`src/verilog/dac_link_pkg.sv`:
```
// shared constants and types for the two-wire dac slave
package dac_link_pkg;

  // ------------------------------------------------------------
  // address layout
  // ------------------------------------------------------------
  localparam logic [2:0] ADDR_FIXED_HI  = 3'h2;   // top three address bits, 010
  localparam logic [1:0] ADDR_FIXED_MID = 2'h3;   // next two bits on the two-strap variant
  localparam int         ADDR_BITS      = 7;

  // ------------------------------------------------------------
  // command byte layout (bit positions)
  // ------------------------------------------------------------
  localparam int CMD_POS_RSV2  = 7;
  localparam int CMD_POS_RSV1  = 6;
  localparam int CMD_POS_RSV0  = 5;
  localparam int CMD_POS_LCLR  = 4;
  localparam int CMD_POS_PDN   = 3;
  localparam int CMD_POS_CHSEL = 0;

  // ------------------------------------------------------------
  // widths, counts and reset values
  // ------------------------------------------------------------
  localparam int         DATA_W       = 8;
  localparam int         BYTE_BITS    = 8;
  localparam int         FIFO_DEPTH   = 16;
  localparam logic [7:0] LATCH_RST    = 8'h00;
  localparam logic [3:0] BITCNT_ACK   = 4'h8;

  // ------------------------------------------------------------
  // received byte carried from the link to the fifo
  // ------------------------------------------------------------
  typedef enum logic [1:0] {
    KIND_CMD,
    KIND_DATA,
    KIND_STOP,
    KIND_RESTART
  } byte_kind_e;

  typedef struct packed {
    byte_kind_e       kind;
    logic [7:0]       value;
  } link_word_s;

  localparam int WORD_W = $bits(link_word_s);

endpackage : dac_link_pkg

```
`src/verilog/dac_serial_slave.sv`:
```
// two-wire receive-only slave front end for an 8-bit dac
`timescale 1ns/10ps
// Notes on behaviour
// - slave address is seven bits, top three fixed at 010
// - two-strap variant fixes next two bits to one; four-strap uses all straps
// - watch for start plus matching address before taking any bytes
// - pull data line low in the ninth clock of each accepted byte
// - lone final command byte acts only through power-down and latch-clear
// - output byte loads the input latch picked by channel select
// - stop after a command byte in the frame copies every input latch to its output latch together
// - power-down bit powers down at stop; paired output byte still loads
// - powered down floats outputs while output latches keep new codes
// - power-down clear returns to normal drive at stop
// - every command byte overwrites the pending power-down setting
// - latch-clear empties input latches; outputs wait for stop
// - output byte after a latch-clear command is discarded
// - repeated start keeps input latches; only addressed device acts on stop
// - pending input data moves out on a later addressed frame with a command
// - stop inside a command byte drops it and ends the frame
// - stop inside an output byte keeps last command's power and clear bits
// - each channel holds an 8-bit code; one or two channels
module dac_serial_slave
  import dac_link_pkg::*;
#(
  parameter int NUM_CH     = 2,
  parameter int STRAP_BITS = 2
) (
  // clock and reset
  input  wire logic                   clk,
  input  wire logic                   rst_n,
  // two-wire bus pins
  input  wire logic                   scl_in,
  input  wire logic                   sda_in,
  output logic                        sda_out,
  output logic                        sda_oe_n,
  // address straps
  input  wire logic [STRAP_BITS-1:0]  addr_strap,
  // dac side
  output logic [NUM_CH*DATA_W-1:0]    dac_code,
  output logic [NUM_CH-1:0]           dac_drive,
  output logic                        addressed
);

  localparam int CHW = $clog2(NUM_CH > 1 ? NUM_CH : 2);

  // ------------------------------------------------------------
  // pin synchronisers
  // ------------------------------------------------------------
  logic [1:0] scl_sync_r;
  logic [1:0] sda_sync_r;
  logic       scl_q_r;
  logic       sda_q_r;

  // two sync flops per pin plus a third delay flop; the second and third flops feed logic
  always_ff @(posedge clk) begin
    if (!rst_n) begin
      scl_sync_r <= 2'h3;
      sda_sync_r <= 2'h3;
      scl_q_r    <= 1'b1;
      sda_q_r    <= 1'b1;
    end else begin
      scl_sync_r <= {scl_sync_r[0], scl_in};
      sda_sync_r <= {sda_sync_r[0], sda_in};
      scl_q_r    <= scl_sync_r[1];
      sda_q_r    <= sda_sync_r[1];
    end
  end

  logic scl_s;
  logic sda_s;
  logic scl_rise;
  logic scl_fall;
  logic start_det;
  logic stop_det;

  assign scl_s     = scl_sync_r[1];
  assign sda_s     = sda_sync_r[1];
  assign scl_rise  = scl_s && !scl_q_r;
  assign scl_fall  = !scl_s && scl_q_r;
  assign start_det = scl_s && scl_q_r && !sda_s && sda_q_r;
  assign stop_det  = scl_s && scl_q_r && sda_s && !sda_q_r;

  // ------------------------------------------------------------
  // own address
  // ------------------------------------------------------------
  function automatic logic addr_match(input logic [6:0] a, input logic [STRAP_BITS-1:0] s);
    logic [6:0] want;
    want = '0;
    if (STRAP_BITS >= 4) begin
      want = {ADDR_FIXED_HI, 4'(s)};
    end else begin
      want = {ADDR_FIXED_HI, ADDR_FIXED_MID, 2'(s)};
    end
    return a == want;
  endfunction

  // straps are static pins, brought in through two flops as well
  logic [STRAP_BITS-1:0] strap_m_r;
  logic [STRAP_BITS-1:0] strap_r;
  always_ff @(posedge clk) begin
    if (!rst_n) begin
      strap_m_r <= '0;
      strap_r   <= '0;
    end else begin
      strap_m_r <= addr_strap;
      strap_r   <= strap_m_r;
    end
  end

  // ------------------------------------------------------------
  // bit engine
  // ------------------------------------------------------------
  typedef enum logic [1:0] {
    LS_IDLE,
    LS_ADDR,
    LS_BYTES,
    LS_IGNORE
  } link_state_e;

  link_state_e link_r;
  logic [3:0]  bitcnt_r;
  logic [7:0]  shift_r;
  logic        ack_r;
  logic        ack_pending_r;
  logic        next_is_cmd_r;
  logic        push_valid;
  logic        push_ready;
  link_word_s  push_word;
  logic        byte_done;

  // byte complete on the eighth rising edge
  assign byte_done = scl_rise && (bitcnt_r == 4'(BYTE_BITS - 1));

  // framing: start always restarts the address phase, stop returns to idle
  always_ff @(posedge clk) begin
    if (!rst_n) begin
      link_r        <= LS_IDLE;
      bitcnt_r      <= '0;
      shift_r       <= '0;
      next_is_cmd_r <= 1'b1;
    end else if (start_det) begin
      link_r        <= LS_ADDR;
      bitcnt_r      <= '0;
      next_is_cmd_r <= 1'b1;
    end else if (stop_det) begin
      link_r        <= LS_IDLE;
      bitcnt_r      <= '0;
    end else if (link_r != LS_IDLE) begin
      if (scl_rise && bitcnt_r < BITCNT_ACK) begin
        shift_r <= {shift_r[6:0], sda_s};
      end
      if (scl_rise) begin
        bitcnt_r <= (bitcnt_r == BITCNT_ACK) ? '0 : bitcnt_r + 4'h1;
      end
      if (byte_done && link_r == LS_ADDR) begin
        // first seven bits are the address, the eighth the read/write bit;
        // read requests are not answered since the device takes writes only
        link_r <= (addr_match(shift_r[6:0], strap_r) && !sda_s)
                  ? LS_BYTES : LS_IGNORE;
      end
      if (byte_done && link_r == LS_BYTES) begin
        next_is_cmd_r <= !next_is_cmd_r;
      end
    end
  end

  // acknowledge: drive low for the ninth clock of each taken byte
  always_ff @(posedge clk) begin
    if (!rst_n) begin
      ack_r <= 1'b0;
    end else if (start_det || stop_det) begin
      ack_r <= 1'b0;
    end else if (scl_fall && bitcnt_r == BITCNT_ACK) begin
      ack_r <= ((link_r == LS_BYTES) || (link_r == LS_ADDR && ack_pending_r)) && push_ready;
    end else if (scl_fall) begin
      ack_r <= 1'b0;
    end
  end

  // address byte accepted: remembered for the ack slot
  always_ff @(posedge clk) begin
    if (!rst_n) begin
      ack_pending_r <= 1'b0;
    end else if (start_det || stop_det) begin
      ack_pending_r <= 1'b0;
    end else if (byte_done) begin
      ack_pending_r <= (link_r == LS_ADDR)
                       ? (addr_match(shift_r[6:0], strap_r) && !sda_s) : 1'b0;
    end
  end

  // pin drivers from flops; low enable means driving
  always_ff @(posedge clk) begin
    if (!rst_n) begin
      sda_out  <= 1'b1;
      sda_oe_n <= 1'b1;
    end else begin
      sda_out  <= 1'b0;
      sda_oe_n <= !ack_r;
    end
  end

  // ------------------------------------------------------------
  // words into the fifo
  // ------------------------------------------------------------
  logic       addr_ok;
  assign addr_ok = (link_r == LS_BYTES);

  // full bytes, stop and repeated start become words; partial bytes vanish
  always_comb begin
    push_valid       = 1'b0;
    push_word.kind   = KIND_CMD;
    push_word.value  = {shift_r[6:0], sda_s};
    if (start_det && addr_ok) begin
      push_valid     = 1'b1;
      push_word.kind = KIND_RESTART;
    end else if (stop_det && addr_ok) begin
      push_valid     = 1'b1;
      push_word.kind = KIND_STOP;
    end else if (byte_done && addr_ok) begin
      push_valid     = 1'b1;
      push_word.kind = next_is_cmd_r ? KIND_CMD : KIND_DATA;
    end
  end

  logic       pop_valid;
  logic       pop_ready;
  logic [WORD_W-1:0] pop_bits;
  link_word_s pop_word;
  assign pop_word = link_word_s'(pop_bits);

  word_fifo #(
    .WIDTH (WORD_W),
    .DEPTH (FIFO_DEPTH)
  ) u_fifo (
    .clk       (clk),
    .rst_n     (rst_n),
    .in_valid  (push_valid),
    .in_ready  (push_ready),
    .in_data   (WORD_W'(push_word)),
    .out_valid (pop_valid),
    .out_ready (pop_ready),
    .out_data  (pop_bits)
  );

  // ------------------------------------------------------------
  // command decode on the drain side
  // ------------------------------------------------------------
  logic           pend_pdn_r;
  logic           pend_clr_r;
  logic [CHW-1:0] pend_ch_r;
  logic           have_cmd_r;
  logic           load_en;
  logic           clear_in;
  logic           commit;

  assign pop_ready = 1'b1;

  // each command overwrites the pending bits; reserved bits are not checked
  always_ff @(posedge clk) begin
    if (!rst_n) begin
      pend_pdn_r <= 1'b0;
      pend_clr_r <= 1'b0;
      pend_ch_r  <= '0;
      have_cmd_r <= 1'b0;
    end else if (pop_valid) begin
      unique case (pop_word.kind)
        KIND_CMD: begin
          pend_pdn_r <= pop_word.value[CMD_POS_PDN];
          pend_clr_r <= pop_word.value[CMD_POS_LCLR];
          pend_ch_r  <= CHW'(pop_word.value[CMD_POS_CHSEL]) & CHW'(NUM_CH - 1);
          have_cmd_r <= 1'b1;
        end
        KIND_DATA: begin
          pend_clr_r <= 1'b0;
        end
        KIND_STOP, KIND_RESTART: begin
          have_cmd_r <= 1'b0;
          pend_clr_r <= 1'b0;
        end
      endcase
    end
  end

  assign clear_in = pop_valid && pop_word.kind == KIND_CMD
                    && pop_word.value[CMD_POS_LCLR];
  assign load_en  = pop_valid && pop_word.kind == KIND_DATA && !pend_clr_r;
  assign commit   = pop_valid && pop_word.kind == KIND_STOP && have_cmd_r;

  logic [NUM_CH*DATA_W-1:0] dac_code_w;
  logic [NUM_CH-1:0]        dac_drive_w;

  dac_latch_bank #(
    .NUM_CH (NUM_CH)
  ) u_bank (
    .clk           (clk),
    .rst_n         (rst_n),
    .load_en       (load_en),
    .load_ch       (pend_ch_r),
    .load_val      (pop_word.value),
    .clear_in      (clear_in),
    .commit        (commit),
    .pdn_at_commit (pend_pdn_r),
    .out_codes     (dac_code_w),
    .out_drive     (dac_drive_w)
  );

  // outputs registered once more so the top drives from flops
  always_ff @(posedge clk) begin
    if (!rst_n) begin
      dac_code  <= '0;
      dac_drive <= '1;
      addressed <= 1'b0;
    end else begin
      dac_code  <= dac_code_w;
      dac_drive <= dac_drive_w;
      addressed <= addr_ok;
    end
  end

endmodule : dac_serial_slave

```
`src/verilog/word_fifo.sv`:
```
// synchronous fifo with valid/ready on both sides
`timescale 1ns/10ps
module word_fifo #(
  parameter int WIDTH = 10,
  parameter int DEPTH = 16
) (
  // clock and reset
  input  wire logic             clk,
  input  wire logic             rst_n,
  // fill side
  input  wire logic             in_valid,
  output logic                  in_ready,
  input  wire logic [WIDTH-1:0] in_data,
  // drain side
  output logic                  out_valid,
  input  wire logic             out_ready,
  output logic [WIDTH-1:0]      out_data
);

  localparam int AW = $clog2(DEPTH);

  logic [WIDTH-1:0] mem_r [DEPTH];
  logic [AW-1:0]    wr_ptr_r;
  logic [AW-1:0]    rd_ptr_r;
  logic [AW:0]      count_r;
  logic             push;
  logic             pop;

  // honest flags straight from the count
  assign in_ready  = (count_r != (AW+1)'(DEPTH));
  assign out_valid = (count_r != '0);
  assign out_data  = mem_r[rd_ptr_r];
  assign push      = in_valid && in_ready;
  assign pop       = out_valid && out_ready;

  // storage, no reset needed on data
  always_ff @(posedge clk) begin
    if (push) begin
      mem_r[wr_ptr_r] <= in_data;
    end
  end

  // pointers wrap at depth
  always_ff @(posedge clk) begin
    if (!rst_n) begin
      wr_ptr_r <= '0;
      rd_ptr_r <= '0;
      count_r  <= '0;
    end else begin
      if (push) begin
        wr_ptr_r <= (wr_ptr_r == AW'(DEPTH-1)) ? '0 : wr_ptr_r + 1'b1;
      end
      if (pop) begin
        rd_ptr_r <= (rd_ptr_r == AW'(DEPTH-1)) ? '0 : rd_ptr_r + 1'b1;
      end
      count_r <= count_r + (AW+1)'(push) - (AW+1)'(pop);
    end
  end

endmodule : word_fifo

```
`src/verilog/dac_latch_bank.sv`:
```
// per-channel input and output latches with power state
`timescale 1ns/10ps
module dac_latch_bank
  import dac_link_pkg::*;
#(
  parameter int NUM_CH = 2
) (
  // clock and reset
  input  wire logic              clk,
  input  wire logic              rst_n,
  // decoded actions
  input  wire logic              load_en,
  input  wire logic [$clog2(NUM_CH > 1 ? NUM_CH : 2)-1:0] load_ch,
  input  wire logic [DATA_W-1:0] load_val,
  input  wire logic              clear_in,
  input  wire logic              commit,
  input  wire logic              pdn_at_commit,
  // results
  output logic [NUM_CH*DATA_W-1:0] out_codes,
  output logic [NUM_CH-1:0]        out_drive
);

  logic [DATA_W-1:0] in_latch_r  [NUM_CH];
  logic [DATA_W-1:0] out_latch_r [NUM_CH];
  logic              powered_r;

  genvar g;
  generate
    for (g = 0; g < NUM_CH; g++) begin : g_ch
      // input latch: clear beats a load in the same cycle, a load later in the frame overwrites
      always_ff @(posedge clk) begin
        if (!rst_n) begin
          in_latch_r[g] <= LATCH_RST;
        end else if (clear_in) begin
          in_latch_r[g] <= LATCH_RST;
        end else if (load_en && (int'(load_ch) == g)) begin
          in_latch_r[g] <= load_val;
        end
      end
      // output latch moves only at stop so channels change together
      always_ff @(posedge clk) begin
        if (!rst_n) begin
          out_latch_r[g] <= LATCH_RST;
        end else if (commit) begin
          out_latch_r[g] <= in_latch_r[g];
        end
      end
      assign out_codes[g*DATA_W +: DATA_W] = out_latch_r[g];
      assign out_drive[g] = powered_r;
    end
  endgenerate

  // power state follows the last command byte at stop
  always_ff @(posedge clk) begin
    if (!rst_n) begin
      powered_r <= 1'b1;
    end else if (commit) begin
      powered_r <= !pdn_at_commit;
    end
  end

endmodule : dac_latch_bank

```
`config.mk`:
```
export PLATFORM = sky130hd
export DESIGN_NAME = dac_serial_slave
export DESIGN_NICKNAME = d
export VERILOG_FILES = /design/src/verilog/dac_link_pkg.sv /design/src/verilog/dac_serial_slave.sv /design/src/verilog/word_fifo.sv /design/src/verilog/dac_latch_bank.sv
export SDC_FILE = /design/constraint.sdc
export NUM_CORES = 1
export LEC_CHECK = 0
export ABC_AREA = 1
export BUFFER_PORTS_ARGS = -buffer_cell sky130_fd_sc_hd__clkbuf_2
export CAP_MARGIN = 20
export CORE_ASPECT_RATIO = 1.75
export CORE_MARGIN = 1
export CORE_UTILIZATION = 37
export DETAILED_ROUTE_END_ITERATION = 10
export HOLD_SLACK_MARGIN = 0.06
export SYNTH_ARGS = -nofsm -noshare
export SYNTH_HDL_FRONTEND = slang
export SYNTH_SLANG_ARGS = --single-unit
```
`constraint.sdc`:
```
create_clock -name clk -period 3.2 [get_ports clk]
set_input_delay 0.16 -clock clk [delete_from_list [all_inputs] [get_ports clk]]
set_output_delay 0.16 -clock clk [all_outputs]
set_load 0.02 [all_outputs]
```
==> flow_metrics.env <==
export IMPL_netlist_area_leader_share_pct=55.1
export IMPL_critPathKind="register to register"
export IMPL_clk_pin_slew_ns=0.07
export IMPL_syn_area_per_cell_um2=11.2
export IMPL_grt_pass1_wl_um=35300
export IMPL_tns_ns=0
export IMPL_htree_levels=1
export IMPL_rsz0062_at_grt="false"
export IMPL_synth_nets=951
export IMPL_clock_latency_ns=0.52
export IMPL_setup_viol=0
export IMPL_fp_dieH_um=225
export IMPL_grt_use_total_pct=16.2
export IMPL_swShare_pct=32.4
export IMPL_crit_path_max_incr_delay_ns=0.44
export IMPL_timing_slew_headroom_pct=46.1
export IMPL_synthSimpleGateAreaFrac_pct=15.8
export IMPL_finalInstanceArea_um2=11800
export IMPL_endpoint_kind="register"
export IMPL_routed_wl_um=22600
export IMPL_postCtsSetupBuffers=0
export IMPL_clkPwrFrac_pct=30.0
export IMPL_vias=6558
export IMPL_fp_dieW_um=129
export IMPL_worstMarginPinSlew_ns=0.808
export IMPL_grt_overflow=0
export IMPL_cap_violations=0
export IMPL_crit_buf_inv=2
export IMPL_antenna_found_initial=0
export IMPL_p_per_area_nw_per_um2=736
export IMPL_cts_sinks=260
export IMPL_synth_edff_count=192
export IMPL_switchingPower_w=0.00281
export IMPL_seqPwrFrac_pct=45.4
export IMPL_antenna_cells=0
export IMPL_p_int_w=0.00588
export IMPL_async_reset_ff_share_pct=0
export IMPL_syn_to_final_growth_pct=12.8
export IMPL_finalClockSkew_ns=0.00945
export IMPL_yosysSeqAreaShare_pct=68.1
export IMPL_synth_mux_area_share_pct=0
export IMPL_critPathMaxFanout=8
export IMPL_post_cts_resized=0
export IMPL_netlist_cell_type_count=37
export IMPL_drive_gt1_share_pct=13.2
export IMPL_root_buffer="clkbuf_16"
export IMPL_yosys_warnings=0
export IMPL_critPathTopFamily="adder cells"
export IMPL_arrival_ns=2.93
export IMPL_syn_inst=931
export IMPL_synth_top_family_by_area="simple AND/OR/NAND/NOR gates"
export IMPL_reg2regPathDepth=13
export IMPL_port_buffers=26
export IMPL_ys_ff_latch=260
export IMPL_drtAntennaViolNets=0
export IMPL_comb_power_share_pct=24.6
export IMPL_synth_ff_type="edfxtp_1"
export IMPL_status="finished clean"
export IMPL_synthAdderAreaFrac_pct=1.75
export IMPL_drt_vias_per_instance=4.80
export IMPL_timing_rr_end="u_fifo.count_r[4]"
export IMPL_hold_path_class="primary input to register"
export IMPL_r2r_slack_ns=0.72
export IMPL_hp_start="scl_in"
export IMPL_design_die_area_um2=29000
export IMPL_grt_max_degree=81
export IMPL_crit_slowest_cell="fa_1"
export IMPL_power_leakage_nw=4.31
export IMPL_holdPathStages=3
export IMPL_cts_tree="done"
export IMPL_path_cells="inv_1 -> ha_1 -> nand3_1 -> or2_1 -> ha_1 -> inv_1 -> ha_1 -> fa_1 -> nand2_1 -> a21oi_1 -> nor2_1 -> o21ai_0 -> a21oi_1"
export IMPL_dp_hpwl_um=15000
export IMPL_whs_endpoint="scl_sync_r[0]"
export IMPL_coreArea_um2=27900
export IMPL_cpMostUsedCell="ha_1"
export IMPL_worstPathRequired_ns=3.65
export IMPL_ios=27
export IMPL_dr_pass1_iters=5
export IMPL_critPathLaunchType="register"
export IMPL_synth_compound_area_share_pct=7.75
export IMPL_nets=997
export IMPL_rr_startpoint="u_fifo.count_r[2]"
export IMPL_syn_cell_area_um2=10500
export IMPL_ir_drop_mv=0.345
export IMPL_start_util_pct=37.6
export IMPL_slew_viol_final=0
export IMPL_placed_area_um2=11100
export IMPL_yosys_area_share_xor_xnor_pct=0.251
export IMPL_gp_congestion=0.755
export IMPL_fmax_mhz=403
export IMPL_drc=0
export IMPL_layout_min_cycle_time_ns=2.48
export IMPL_drt_initial_drc_count=406
export IMPL_fin_crit_sh_pct=77.6
export IMPL_grt_pass1_vias=6580
export IMPL_fill_cells=2573
export IMPL_wire_per_inst_um=16.5
export IMPL_cts_made_buffers=22
export IMPL_synth_top_area_cell="edfxtp_1"
export IMPL_hold_violations=0
export IMPL_synthTopCellsByArea="edfxtp_1, dfxtp_1, nor2_1"
export IMPL_fp_row_count=81
export IMPL_clockBufferDepth=3
export IMPL_ctsHoldBuffers=5
## logic make-up (layout without fill, tap and decap cells)
| kind of cell | after synthesis | count (layout) |
|---|---|---|
| compound gates | 141 | 141 |
| simple gates | 365 | 365 |
| flops | 260 | 260 |
| buf+inv | 148 | 210 |
| fa+ha+maj | 14 | 14 |
| xor+xnor | 3 | 3 |
## synthesized netlist by cell type (6+ instances only)
cell type,number
a21oi_1,23
buf_2,9
buf_4,6
buf_6,6
clkbuf_1,16
dfxtp_1,68
edfxtp_1,192
ha_1,13
inv_1,97
inv_2,7
nand2_1,113
nand3_1,55
nor2_1,153
nor2_4,10
nor3_1,6
o211ai_1,11
o21ai_0,82
o221ai_1,16
or2_2,8
## flip-flops by register name, indices dropped and copies added (netlist names), 2 cells and up, named ones only
signal	count
u_fifo.mem_r	160
dac_code	16
u_bank.in_latch_r	16
u_bank.out_latch_r	16
shift_r	7
u_fifo.count_r	5
bitcnt_r	4
u_fifo.rd_ptr_r	4
u_fifo.wr_ptr_r	4
link_r	2
scl_sync_r	2
sda_sync_r	2
strap_m_r	2
strap_r	2
## power by group through the flow
stage	combinational [W]	clock, W	sequential, W
after global placement	0.00213	0	0.00402
after detailed placement	0.00215	0	0.00402
after floorplan	0.00164	0	0.00401
after global routing	0.00238	0.00280	0.00397
after CTS	0.00216	0.00266	0.00395
final	0.00214	0.00261	0.00395
## tightest hold or removal path, stage by stage
cell	delay (ns)
dlygate4sd3_1	0.52
clkbuf_2	0.09
or2_2	0.08
## placed cells by master (no fill, tap or decap), types with 4 or more instances in the layout
cell	count
dfxtp_1	67
nand2_1	113
nor2_1	153
or2_2	8
buf_4	28
o21ai_0	80
inv_2	7
dlygate4sd3_1	5
clkbuf_16	23
nor2_4	10
clkbuf_2	26
ha_1	13
a21oi_1	23
nand2_2	4
o22ai_1	4
o211ai_1	11
nand3_2	4
nor3_1	6
nand4_1	4
inv_1	97
clkinv_2	6
o221ai_1	16
o21ai_1	5
edfxtp_1	192
clkinv_1	7
nand3_1	55
## per-layer routing
metal | track usage, % | part of all wire [%]
met3 | 1.57 | 3.0
met2 | 31.9 | 57
met1 | 16.4 | 36
met5 | 0 | 0
met4 | 8.12 | 4.2
## per-stage QoR
step / total power (W) / hold WS, ns / util, % / instances / setup WS (ns)
after floorplan: 0.00565 / 0.258 / - / 931 / 0.462
after global placement: 0.00614 / 0.346 / 39.7 / 1321 / 0.741
after detailed placement: 0.00617 / 0.350 / 39.7 / 1321 / 0.716
after CTS: 0.00877 / 0.344 / 42.4 / 1366 / 0.706
after global routing: 0.00914 / 0.361 / 42.4 / 1366 / 0.501
final: 0.00869 / 0.363 / 42.4 / 1366 / 0.718
## how the worst max path moves through the flow
| stage | slack, ns | cells past startpoint | start | endpoint |
|---|---|---|---|---|
| global placement | 0.74 | 13 | u_fifo.count_r[3] | u_fifo.count_r[4] |
| global route | 0.50 | 9 | scl_q_r | u_fifo.mem_r[9][6] |
| detailed placement | 0.72 | 13 | u_fifo.count_r[2] | u_fifo.count_r[4] |
| finish | 0.72 | 13 | u_fifo.count_r[2] | u_fifo.count_r[4] |
| CTS | 0.71 | 13 | u_fifo.count_r[2] | u_fifo.count_r[4] |
| floorplan | 0.46 | 10 | register | u_bank.out_latch_r[0][0] |
## layout make-up
type / instances / area, um2 / share of cell area (%)
Sequential cell: 260 / 7130 / 60.4
Multi-Input combinational cell: 523 / 2680 / 22.7
Clock buffer: 26 / 587 / 4.97
Tap cell: 373 / 467 / 3.95
Timing Repair Buffer: 61 / 430 / 3.65
Inverter: 109 / 417 / 3.53
Clock inverter: 14 / 103 / 0.869
No activity file was read; power rests on OpenSTA's default activity.
